### src/rtl/asf_pkg.sv
// constants, op codes and field layout of the processor flags block
// assumes one core clock; execution unit and bus share it
//
// Contract
// - flag-setting op to flags: data for arithmetic flags dropped
// - timeout and power-down bits ignore writes
// - clear-file on flags: upper zero, zero flag set
// - bits 7-5 read zero, writes ignored
// - timeout flag: set on power-up/clear/sleep, cleared on timeout
// - power-down flag: set on power-up/clear, cleared on sleep
// - zero flag follows result equal to zero
// - nibble carry from bit 3 on add/subtract
// - carry from bit 7 on add/subtract
// - subtract adds two's complement; carries mean no borrow
// - rotates load carry with bit shifted out
// - power-on reset 1/1/0/0/0; others keep arithmetic flags
package asf_pkg;
    localparam int ASF_DW = 8;
    localparam int ASF_NIB = 4;
    localparam int ASF_BIT_TO = 4;
    localparam int ASF_BIT_PD = 3;
    localparam int ASF_BIT_Z = 2;
    localparam int ASF_BIT_DC = 1;
    localparam int ASF_BIT_C = 0;
    localparam logic [31:0] ASF_FLAGS_OFS = 32'h0000_0000;
    localparam logic [31:0] ASF_RESULT_OFS = 32'h0000_0004;
    localparam logic [7:0] ASF_POR_FLAGS = 8'h18;
    localparam logic ASF_POR_CAUSE = 1'b1;
    localparam logic ASF_POR_ARITH = 1'b0;
    localparam logic [2:0] ASF_UNIMPL = 3'h0;
    localparam logic [1:0] ASF_HTRANS_NONSEQ = 2'h2;
    localparam logic [2:0] ASF_HSIZE_WORD = 3'h2;
    localparam logic ASF_HRESP_OKAY = 1'b0;
    localparam logic [31:0] ASF_RD_ZERO = 32'h0000_0000;

    typedef enum logic [4:0] {
        ASF_OP_NOP, ASF_OP_ADD, ASF_OP_SUB, ASF_OP_AND, ASF_OP_IOR,
        ASF_OP_XOR, ASF_OP_COM, ASF_OP_CLR, ASF_OP_INC, ASF_OP_DEC,
        ASF_OP_MOVE, ASF_OP_SWAP, ASF_OP_BITCLR, ASF_OP_BITSET,
        ASF_OP_RRF, ASF_OP_RLF, ASF_OP_WDTCLR, ASF_OP_SLEEP
    } asf_op_t;
endpackage

### src/rtl/asf_adder.sv
// 8-bit adder with carry out of the low nibble and of the top bit
// assumes operand b already inverted by the caller for subtraction
`timescale 1ns/1ns
module asf_adder
    import asf_pkg::*;
(
    // operands
    input wire logic [ASF_DW-1:0] a,
    input wire logic [ASF_DW-1:0] b,
    input wire logic cin,
    // results
    output logic [ASF_DW-1:0] sum,
    output logic nib_carry,
    output logic carry
);
    logic [ASF_NIB:0] lo;
    logic [ASF_NIB:0] hi;

    assign lo = {1'b0, a[ASF_NIB-1:0]} + {1'b0, b[ASF_NIB-1:0]} + {{ASF_NIB{1'b0}}, cin};
    assign hi = {1'b0, a[ASF_DW-1:ASF_NIB]} + {1'b0, b[ASF_DW-1:ASF_NIB]} + {{ASF_NIB{1'b0}}, lo[ASF_NIB]};
    assign sum = {hi[ASF_NIB-1:0], lo[ASF_NIB-1:0]};
    assign nib_carry = lo[ASF_NIB];
    assign carry = hi[ASF_NIB];
endmodule // asf_adder

### src/rtl/asf_flags.sv
// processor flags register with result datapath and AHB-Lite slave
// assumes execution unit inputs on SYS_CLK, bus single word transfers
//
// The register addresses and the AHB-Lite slave port were decided locally.
`timescale 1ns/1ns
module asf_flags (
    // clock, reset, enable
    input wire logic SYS_CLK,
    input wire logic SRST,
    input wire logic CE,
    input wire logic POR_RST,
    input wire logic WDT_RST,
    // execution unit
    input wire logic EXEC_VALID,
    input wire asf_pkg::asf_op_t EXEC_OP,
    input wire logic [7:0] EXEC_OPA,
    input wire logic [7:0] EXEC_OPB,
    input wire logic [2:0] EXEC_BITSEL,
    input wire logic EXEC_DEST_FLAGS,
    input wire logic WDT_TIMEOUT,
    // ahb-lite slave
    input wire logic HSEL,
    input wire logic [31:0] HADDR,
    input wire logic [1:0] HTRANS,
    input wire logic HWRITE,
    input wire logic [2:0] HSIZE,
    input wire logic [31:0] HWDATA,
    input wire logic HREADY,
    output logic [31:0] HRDATA,
    output logic HREADYOUT,
    output logic HRESP,
    // results
    output logic [7:0] RESULT,
    output logic RESULT_VALID,
    output logic [7:0] FLAGS
);
    import asf_pkg::*;

    typedef struct packed {
        logic to;
        logic pd;
        logic z;
        logic dc;
        logic c;
        logic [ASF_DW-1:0] result;
        logic res_vld;
        logic wr_pend;
        logic wr_flags;
        logic [31:0] rdata;
        logic ready;
    } asf_state_t;

    asf_state_t st_q;
    asf_state_t st_d;

    logic [ASF_DW-1:0] add_b;
    logic add_cin;
    logic [ASF_DW-1:0] add_sum;
    logic add_nc;
    logic add_c;

    function automatic logic affects_z(input asf_op_t op);
        unique case (op)
            ASF_OP_ADD, ASF_OP_SUB, ASF_OP_AND, ASF_OP_IOR, ASF_OP_XOR,
            ASF_OP_COM, ASF_OP_CLR, ASF_OP_INC, ASF_OP_DEC: affects_z = 1'b1;
            default: affects_z = 1'b0;
        endcase
    endfunction

    function automatic logic affects_carry(input asf_op_t op);
        unique case (op)
            ASF_OP_ADD, ASF_OP_SUB: affects_carry = 1'b1;
            default: affects_carry = 1'b0;
        endcase
    endfunction

    function automatic logic is_rotate(input asf_op_t op);
        is_rotate = (op == ASF_OP_RRF) || (op == ASF_OP_RLF);
    endfunction

    function automatic logic [7:0] flag_byte(input asf_state_t s);
        flag_byte = {ASF_UNIMPL, s.to, s.pd, s.z, s.dc, s.c};
    endfunction

    // subtract as add of two's complement
    assign add_b = (EXEC_OP == ASF_OP_SUB) ? ~EXEC_OPB : EXEC_OPB;
    assign add_cin = (EXEC_OP == ASF_OP_SUB);

    asf_adder asf_adder_inst (
        .a(EXEC_OPA),
        .b(add_b),
        .cin(add_cin),
        .sum(add_sum),
        .nib_carry(add_nc),
        .carry(add_c)
    );

    always_comb begin
        logic [ASF_DW-1:0] res;
        logic [ASF_DW-1:0] onehot;
        logic nz;
        logic ndc;
        logic nc;
        res = '0;
        onehot = '0;
        nz = 1'b0;
        ndc = 1'b0;
        nc = 1'b0;
        st_d = st_q;
        // reset owns the edge: exec and bus dropped
        if (CE && !SRST) begin
            st_d.ready = 1'b1;
            st_d.wr_pend = 1'b0;
            st_d.res_vld = 1'b0;
            // bus data phase: only arithmetic bits written
            if (st_q.wr_pend && st_q.wr_flags) begin
                st_d.z = HWDATA[ASF_BIT_Z];
                st_d.dc = HWDATA[ASF_BIT_DC];
                st_d.c = HWDATA[ASF_BIT_C];
            end
            if (EXEC_VALID) begin
                onehot[EXEC_BITSEL] = 1'b1;
                nc = st_d.c;
                unique case (EXEC_OP)
                    ASF_OP_ADD, ASF_OP_SUB: res = add_sum;
                    ASF_OP_AND: res = EXEC_OPA & EXEC_OPB;
                    ASF_OP_IOR: res = EXEC_OPA | EXEC_OPB;
                    ASF_OP_XOR: res = EXEC_OPA ^ EXEC_OPB;
                    ASF_OP_COM: res = ~EXEC_OPA;
                    ASF_OP_CLR: res = '0;
                    ASF_OP_INC: res = EXEC_OPA + 8'h01;
                    ASF_OP_DEC: res = EXEC_OPA - 8'h01;
                    ASF_OP_MOVE: res = EXEC_OPA;
                    ASF_OP_SWAP: res = {EXEC_OPA[ASF_NIB-1:0], EXEC_OPA[ASF_DW-1:ASF_NIB]};
                    ASF_OP_BITCLR: res = EXEC_OPA & ~onehot;
                    ASF_OP_BITSET: res = EXEC_OPA | onehot;
                    ASF_OP_RRF: begin
                        res = {st_d.c, EXEC_OPA[ASF_DW-1:1]};
                        nc = EXEC_OPA[0];
                    end
                    ASF_OP_RLF: begin
                        res = {EXEC_OPA[ASF_DW-2:0], st_d.c};
                        nc = EXEC_OPA[ASF_DW-1];
                    end
                    ASF_OP_NOP, ASF_OP_WDTCLR, ASF_OP_SLEEP: res = '0;
                endcase
                nz = (res == '0);
                ndc = add_nc;
                if (affects_carry(EXEC_OP)) begin
                    nc = add_c;
                end
                st_d.result = res;
                st_d.res_vld = 1'b1;
                // plain write only for non-flag ops
                if (EXEC_DEST_FLAGS && !affects_z(EXEC_OP) && !is_rotate(EXEC_OP)) begin
                    st_d.z = res[ASF_BIT_Z];
                    st_d.dc = res[ASF_BIT_DC];
                    st_d.c = res[ASF_BIT_C];
                end
                if (affects_z(EXEC_OP)) begin
                    st_d.z = nz;
                end
                if (affects_carry(EXEC_OP)) begin
                    st_d.dc = ndc;
                end
                if (affects_carry(EXEC_OP) || is_rotate(EXEC_OP)) begin
                    st_d.c = nc;
                end
                if (EXEC_OP == ASF_OP_WDTCLR) begin
                    st_d.to = 1'b1;
                    st_d.pd = 1'b1;
                end
                if (EXEC_OP == ASF_OP_SLEEP) begin
                    st_d.to = 1'b1;
                    st_d.pd = 1'b0;
                end
            end
            if (WDT_TIMEOUT) begin
                st_d.to = 1'b0;
            end
            // address phase: decode and prepare read data
            if (HSEL && HREADY && (HTRANS == ASF_HTRANS_NONSEQ)) begin
                st_d.wr_pend = HWRITE && (HSIZE == ASF_HSIZE_WORD);
                st_d.wr_flags = (HADDR == ASF_FLAGS_OFS);
                st_d.rdata = ASF_RD_ZERO;
                if (!HWRITE && (HADDR == ASF_FLAGS_OFS)) begin
                    st_d.rdata[ASF_DW-1:0] = flag_byte(st_d);
                end
                if (!HWRITE && (HADDR == ASF_RESULT_OFS)) begin
                    st_d.rdata[ASF_DW-1:0] = st_d.result;
                end
            end
        end
        if (SRST) begin
            st_d.wr_pend = 1'b0;
            st_d.wr_flags = 1'b0;
            st_d.rdata = ASF_RD_ZERO;
            st_d.ready = 1'b1;
            st_d.res_vld = 1'b0;
            if (POR_RST) begin
                st_d.to = ASF_POR_CAUSE;
                st_d.pd = ASF_POR_CAUSE;
                st_d.z = ASF_POR_ARITH;
                st_d.dc = ASF_POR_ARITH;
                st_d.c = ASF_POR_ARITH;
                st_d.result = '0;
            end else if (WDT_RST) begin
                st_d.to = 1'b0;
            end
        end
    end

    always_ff @(posedge SYS_CLK) begin
        st_q <= st_d;
    end

    assign HRDATA = st_q.rdata;
    assign HREADYOUT = st_q.ready;
    assign HRESP = ASF_HRESP_OKAY;
    assign RESULT = st_q.result;
    assign RESULT_VALID = st_q.res_vld;
    assign FLAGS = flag_byte(st_q);

    logic go;
    assign go = CE && EXEC_VALID && !SRST;

    property p_unimpl;
        @(posedge SYS_CLK) disable iff (SRST)
        HRDATA[31:ASF_DW] == '0 && FLAGS[7:5] == ASF_UNIMPL;
    endproperty
    a_unimpl: assert property (p_unimpl) else $error("unimplemented bits not zero");

    property p_cause_ro;
        @(posedge SYS_CLK) disable iff (SRST)
        (CE && st_q.wr_pend && !EXEC_VALID && !WDT_TIMEOUT) |=> $stable(FLAGS[4:3]);
    endproperty
    a_cause_ro: assert property (p_cause_ro) else $error("cause bits changed by write");

    property p_dest_add;
        @(posedge SYS_CLK) disable iff (SRST)
        (go && EXEC_DEST_FLAGS && EXEC_OP == ASF_OP_ADD) |=> (FLAGS[0] == $past(add_c)) && (FLAGS[1] == $past(add_nc));
    endproperty
    a_dest_add: assert property (p_dest_add) else $error("written data overrode add flags");

    property p_clr;
        @(posedge SYS_CLK) disable iff (SRST)
        (go && EXEC_DEST_FLAGS && EXEC_OP == ASF_OP_CLR && !st_q.wr_pend) |=>
            FLAGS[2] && $stable(FLAGS[1:0]) && RESULT == '0;
    endproperty
    a_clr: assert property (p_clr) else $error("clear on flags wrong");

    property p_timeout;
        @(posedge SYS_CLK) disable iff (SRST)
        (CE && WDT_TIMEOUT) |=> !FLAGS[4];
    endproperty
    a_timeout: assert property (p_timeout) else $error("timeout flag not cleared");

    property p_sleep;
        @(posedge SYS_CLK) disable iff (SRST)
        (go && EXEC_OP == ASF_OP_SLEEP && !WDT_TIMEOUT) |=> FLAGS[4:3] == 2'h2;
    endproperty
    a_sleep: assert property (p_sleep) else $error("sleep flags wrong");

    property p_zero;
        @(posedge SYS_CLK) disable iff (SRST)
        (go && affects_z(EXEC_OP)) |=> FLAGS[2] == (RESULT == '0);
    endproperty
    a_zero: assert property (p_zero) else $error("zero flag mismatch");

    property p_nibble;
        @(posedge SYS_CLK) disable iff (SRST)
        (go && EXEC_OP == ASF_OP_ADD) |=> FLAGS[1] == (({1'b0, $past(EXEC_OPA[3:0])} + {1'b0, $past(EXEC_OPB[3:0])}) > 5'h0f);
    endproperty
    a_nibble: assert property (p_nibble) else $error("nibble carry wrong");

    property p_borrow;
        @(posedge SYS_CLK) disable iff (SRST)
        (go && EXEC_OP == ASF_OP_SUB) |=> FLAGS[0] == ($past(EXEC_OPA) >= $past(EXEC_OPB));
    endproperty
    a_borrow: assert property (p_borrow) else $error("borrow polarity wrong");

    property p_rot;
        @(posedge SYS_CLK) disable iff (SRST)
        (go && EXEC_OP == ASF_OP_RRF) |=> FLAGS[0] == $past(EXEC_OPA[0]);
    endproperty
    a_rot: assert property (p_rot) else $error("rotate carry wrong");

    property p_por;
        @(posedge SYS_CLK)
        (SRST && POR_RST) |=> FLAGS == ASF_POR_FLAGS;
    endproperty
    a_por: assert property (p_por) else $error("power-on flags wrong");

    property p_wdt_rst;
        @(posedge SYS_CLK)
        (SRST && !POR_RST && WDT_RST) |=> !FLAGS[ASF_BIT_TO] && $stable(FLAGS[ASF_BIT_PD:ASF_BIT_C]);
    endproperty
    a_wdt_rst: assert property (p_wdt_rst) else $error("watchdog reset flags wrong");

    property p_rotl;
        @(posedge SYS_CLK) disable iff (SRST)
        (go && EXEC_OP == ASF_OP_RLF) |=> FLAGS[ASF_BIT_C] == $past(EXEC_OPA[ASF_DW-1]);
    endproperty
    a_rotl: assert property (p_rotl) else $error("rotate left carry wrong");

    property p_carry;
        @(posedge SYS_CLK) disable iff (SRST)
        (go && EXEC_OP == ASF_OP_ADD) |=>
            FLAGS[ASF_BIT_C] == (({1'b0, $past(EXEC_OPA)} + {1'b0, $past(EXEC_OPB)}) > 9'h0ff);
    endproperty
    a_carry: assert property (p_carry) else $error("add carry wrong");

    property p_nib_sub;
        @(posedge SYS_CLK) disable iff (SRST)
        (go && EXEC_OP == ASF_OP_SUB) |=>
            FLAGS[ASF_BIT_DC] == ($past(EXEC_OPA[ASF_NIB-1:0]) >= $past(EXEC_OPB[ASF_NIB-1:0]));
    endproperty
    a_nib_sub: assert property (p_nib_sub) else $error("nibble borrow polarity wrong");

    property p_wdtclr;
        @(posedge SYS_CLK) disable iff (SRST)
        (go && EXEC_OP == ASF_OP_WDTCLR && !WDT_TIMEOUT) |=> FLAGS[ASF_BIT_TO] && FLAGS[ASF_BIT_PD];
    endproperty
    a_wdtclr: assert property (p_wdtclr) else $error("watchdog clear flags wrong");

    property p_plain;
        @(posedge SYS_CLK) disable iff (SRST)
        (go && EXEC_DEST_FLAGS && EXEC_OP == ASF_OP_MOVE) |=>
            FLAGS[ASF_BIT_Z:ASF_BIT_C] == $past(EXEC_OPA[ASF_BIT_Z:ASF_BIT_C]);
    endproperty
    a_plain: assert property (p_plain) else $error("plain write to flags lost");

    property p_hold;
        @(posedge SYS_CLK) disable iff (SRST)
        (!CE) |=> $stable(FLAGS) && $stable(RESULT) && $stable(RESULT_VALID) && $stable(HRDATA);
    endproperty
    a_hold: assert property (p_hold) else $error("state moved while enable low"); // clock enable

    c_dest_add: cover property (@(posedge SYS_CLK) go && EXEC_DEST_FLAGS && EXEC_OP == ASF_OP_ADD);
    c_sleep: cover property (@(posedge SYS_CLK) go && EXEC_OP == ASF_OP_SLEEP);
    c_timeout: cover property (@(posedge SYS_CLK) CE && WDT_TIMEOUT && !SRST);
    c_bus_wr: cover property (@(posedge SYS_CLK) CE && st_q.wr_pend && st_q.wr_flags);
    c_rotate: cover property (@(posedge SYS_CLK) go && is_rotate(EXEC_OP));
endmodule // asf_flags

### config.mk
export PLATFORM = sky130hd
export DESIGN_NAME = asf_flags
export DESIGN_NICKNAME = d
export VERILOG_FILES = /design/src/rtl/asf_pkg.sv /design/src/rtl/asf_adder.sv /design/src/rtl/asf_flags.sv
export SDC_FILE = /design/constraint.sdc
export NUM_CORES = 1
export LEC_CHECK = 0
export BUFFER_PORTS_ARGS = -buffer_cell sky130_fd_sc_hd__buf_4
export CAP_MARGIN = 15
export CORE_MARGIN = 1
export CORE_UTILIZATION = 45
export DETAILED_ROUTE_END_ITERATION = 10
export PLACE_DENSITY = 0.86
export SETUP_SLACK_MARGIN = 0.02
export SKIP_LAST_GASP = 1
export SLEW_MARGIN = 5
export SYNTH_ARGS = -nofsm -noshare
export SYNTH_HDL_FRONTEND = slang
export SYNTH_HIERARCHICAL = 1
export SYNTH_SLANG_ARGS = --single-unit
### constraint.sdc
create_clock -name SYS_CLK -period 5.9 [get_ports SYS_CLK]
set_clock_uncertainty 0.15 [all_clocks]
set_input_delay 1.18 -clock SYS_CLK [delete_from_list [all_inputs] [get_ports SYS_CLK]]
set_output_delay 1.18 -clock SYS_CLK [all_outputs]
set_load 0.02 [all_outputs]
==> out/metrics.yaml <==
yosys:
  netlist-cell-type-count: 85
  ys_seq_area_share_pct: 12.76
  synthFlopType: "dfxtp_1"
  syn_area_um2: 3766
  syn_area_per_cell_um2: 7.385
  synthCells: 510
  synthArstFlopShare_pct: 0
  yosys_warnings: 6
  synth_seq_cells: 24
  synth-edff-count: 0
worst_setup_path:
  crit_type: "in -> reg"
  cp-end-kind: "flip-flop"
  cp.arrival_ps: 5290
  cp.required_ps: 5930
  path_max_fanout: 33
  start_kind: "input pin"
floorplanning:
  die_x_um: 93.48
  die_y_um: 93.48
  core_um2: 8175
  dieArea_um2: 8739
  ios: 155
  row_count: 33
  start_util_pct: 46.07
global_routing:
  grt_pass1_vias: 3657
  grt_use_total_pct: 27.32
  grt_max_degree: 40
  grt-ovfl-total: 0
  antenna_found_initial: 0
  grt_pass1_wl_um: 18790
final_layout:
  multi_input_area_um2: 2745
  layout-drive-gt1-share_pct: 22.48
  final_cell_mix: "buf_4, nor2_1, nand2_1"
  finalNetCount: 687
  n_fill_cell: 797
  syn2layout_area_growth_pct: 13.02
  num_antenna_cells: 0
  layout_commonest_cell: "buf_4"
  ff_latch_area_um2: 480.5
outcome:
  status: "finished, final reports clean"
clock_network:
  worstSkewPairLatency_ps: 270
  cts_buffers: 3
  path_clk_slew_ps: 80
  htreeDepth: 1
  cts_sinks: 24
  clock_path_buffers: 2
  post_cts_buffers: 0
  cts_tree: "done"
  cts-resized-gates: 0
  root_buffer: "clkbuf_8"
  holdBufCountCts: 0
timing:
  finalHoldViolCount: 0
  finalSetupViolations: 0
  final_max_slew_viol_count: 0
  slew_headroom_pct: 59.14
  clock.fmax_mhz: 190.1
  tightestPinTransition_ps: 606.5
  rsz0062_at_grt: "false"
  fin_setup_tns_ps: 0
  final.period_utilization_pct: 89.17
  layout_min_cycle_time_ps: 5261
  fin_ws_ps: 639.0
placement:
  io_buffer_count: 96
  dpl_worst_slack_ps: 392.7
  hpwl_um: 9221
  gp_congestion: 1.041
route:
  first_pass_iters: 5
  via_count: 4029
  finalWirelength_um: 11880
  post-route-drc-count: 0
  via_per_inst: 6.013
  wire_per_inst_um: 17.73
  ant_nets: 0
  drt_iter0_drc: 529
power:
  p_leak_nw: 1.838
  p_per_area_nw_per_um2: 141.3
  ir_drop_uv: 86.56
job:
  max_cap_viol_count: 0
worst_hold_path:
  hp-class: "reg -> reg"
synth_stat cells, drive strengths merged, types with 3 or more instances:
library cell | count | area share [%]
clkbuf | 11 | 1.1
mux2i | 15 | 4.0
a22oi | 3 | 0.60
ha | 12 | 4.0
nor3b | 5 | 1.0
nor2b | 11 | 1.8
xnor2 | 14 | 3.3
nor2 | 43 | 4.3
nor4 | 8 | 1.3
nor3 | 17 | 2.3
o21ai | 37 | 4.9
xor2 | 5 | 1.2
a211oi | 9 | 1.8
nor4b | 3 | 0.86
buf | 68 | 14
a21o | 9 | 1.8
nand2 | 36 | 3.6
o2111ai | 4 | 0.93
fa | 5 | 2.7
a31oi | 9 | 1.5
nand2b | 9 | 1.5
nand3b | 3 | 0.60
a22o | 8 | 1.9
o32ai | 6 | 2.1
or3 | 5 | 0.83
inv | 19 | 1.9
or3b | 3 | 0.70
a211o | 3 | 0.70
or2 | 4 | 0.80
or4 | 3 | 0.70
nand4 | 8 | 1.5
dfxtp | 24 | 13
nand3 | 10 | 1.3
a21oi | 34 | 4.6
cell families (layout without fill, tap and decap cells):
group	count (synthesis)	count (layout)	share of synthesized area, %
multiplexers	17	17	4.585
buffers and inverters	98	126	17.04
flip-flops	24	24	12.76
adder cells (fa/ha/maj)	17	17	6.645
XOR/XNOR	19	19	4.419
AO/OA/AOI/OAI	153	153	28.21
other	2	29	0.1994
AND/OR/NAND/NOR	180	180	26.15
final cells by class:
cell class                      instances  share of cell area [%]
Timing Repair Buffer                  103                   18.17
Tap cell                              105                   3.086
Multi-Input combinational cell        415                   64.49
Inverter                               19                   1.675
Clock buffer                            4                   1.293
Sequential cell                        24                   11.29
where the power goes:
group	total (mW)	switching, mW	internal [mW]
Clock	0.110	0.0505	0.0596
Combinational	0.310	0.185	0.125
Sequential	0.181	0.00894	0.172
Total	0.601	0.244	0.357
flip-flops by register name, indices dropped and copies added (netlist names):
register,flops
st_q,2
RESULT,8
FLAGS,5
RESULT_VALID,1
HRDATA,8
per-stage QoR:
step                      cell area (µm²)  util [%]  hold WS [ps]  power [mW]  std cells
after CTS                            4257     52.07         311.7      0.5968        670
after floorplan                      3867         -         276.3      0.4044        537
after global placement               4202     51.39         296.6      0.4802        666
after global routing                 4257     52.07         342.4      0.6370        670
after detailed placement             4202     51.39         300.8      0.4867        666
final                                4257     52.07         310.9      0.6013        670
worst paths after layout:
check                                   from            to  slack (ps)  cells past startpoint
worst max-delay path              EXEC_OP[4]     HRDATA[2]         640                     20
worst min-delay path            RESULT_VALID  RESULT_VALID         310                      2
worst max register to register      st_q[34]     HRDATA[2]        3000                      8
worst min register to register  RESULT_VALID  RESULT_VALID         310                      2
layer usage:
layer	global-route usage, %	share of wire [%]	vias up
met4	9.872	3.6	0
met3	4.472	8.8	38
met5	0	0	-
met2	41.05	45	220
li1	-	-	1907
met1	38.92	42	1864
worst max-delay path, stage by stage:
cell     delay (ps)
buf_4           220
nor3b_1         390
nand2_1         160
buf_4           200
inv_1            60
inv_1            40
fa_1            380
inv_1           100
fa_1            210
a21o_2          130
a21o_1          200
fa_1            220
inv_1            50
fa_1            400
xnor2_1         170
o32a_1          180
a21oi_1         180
nand2_1         100
or4_4           440
o41ai_2         280
Power figures use the tool's default switching activity.
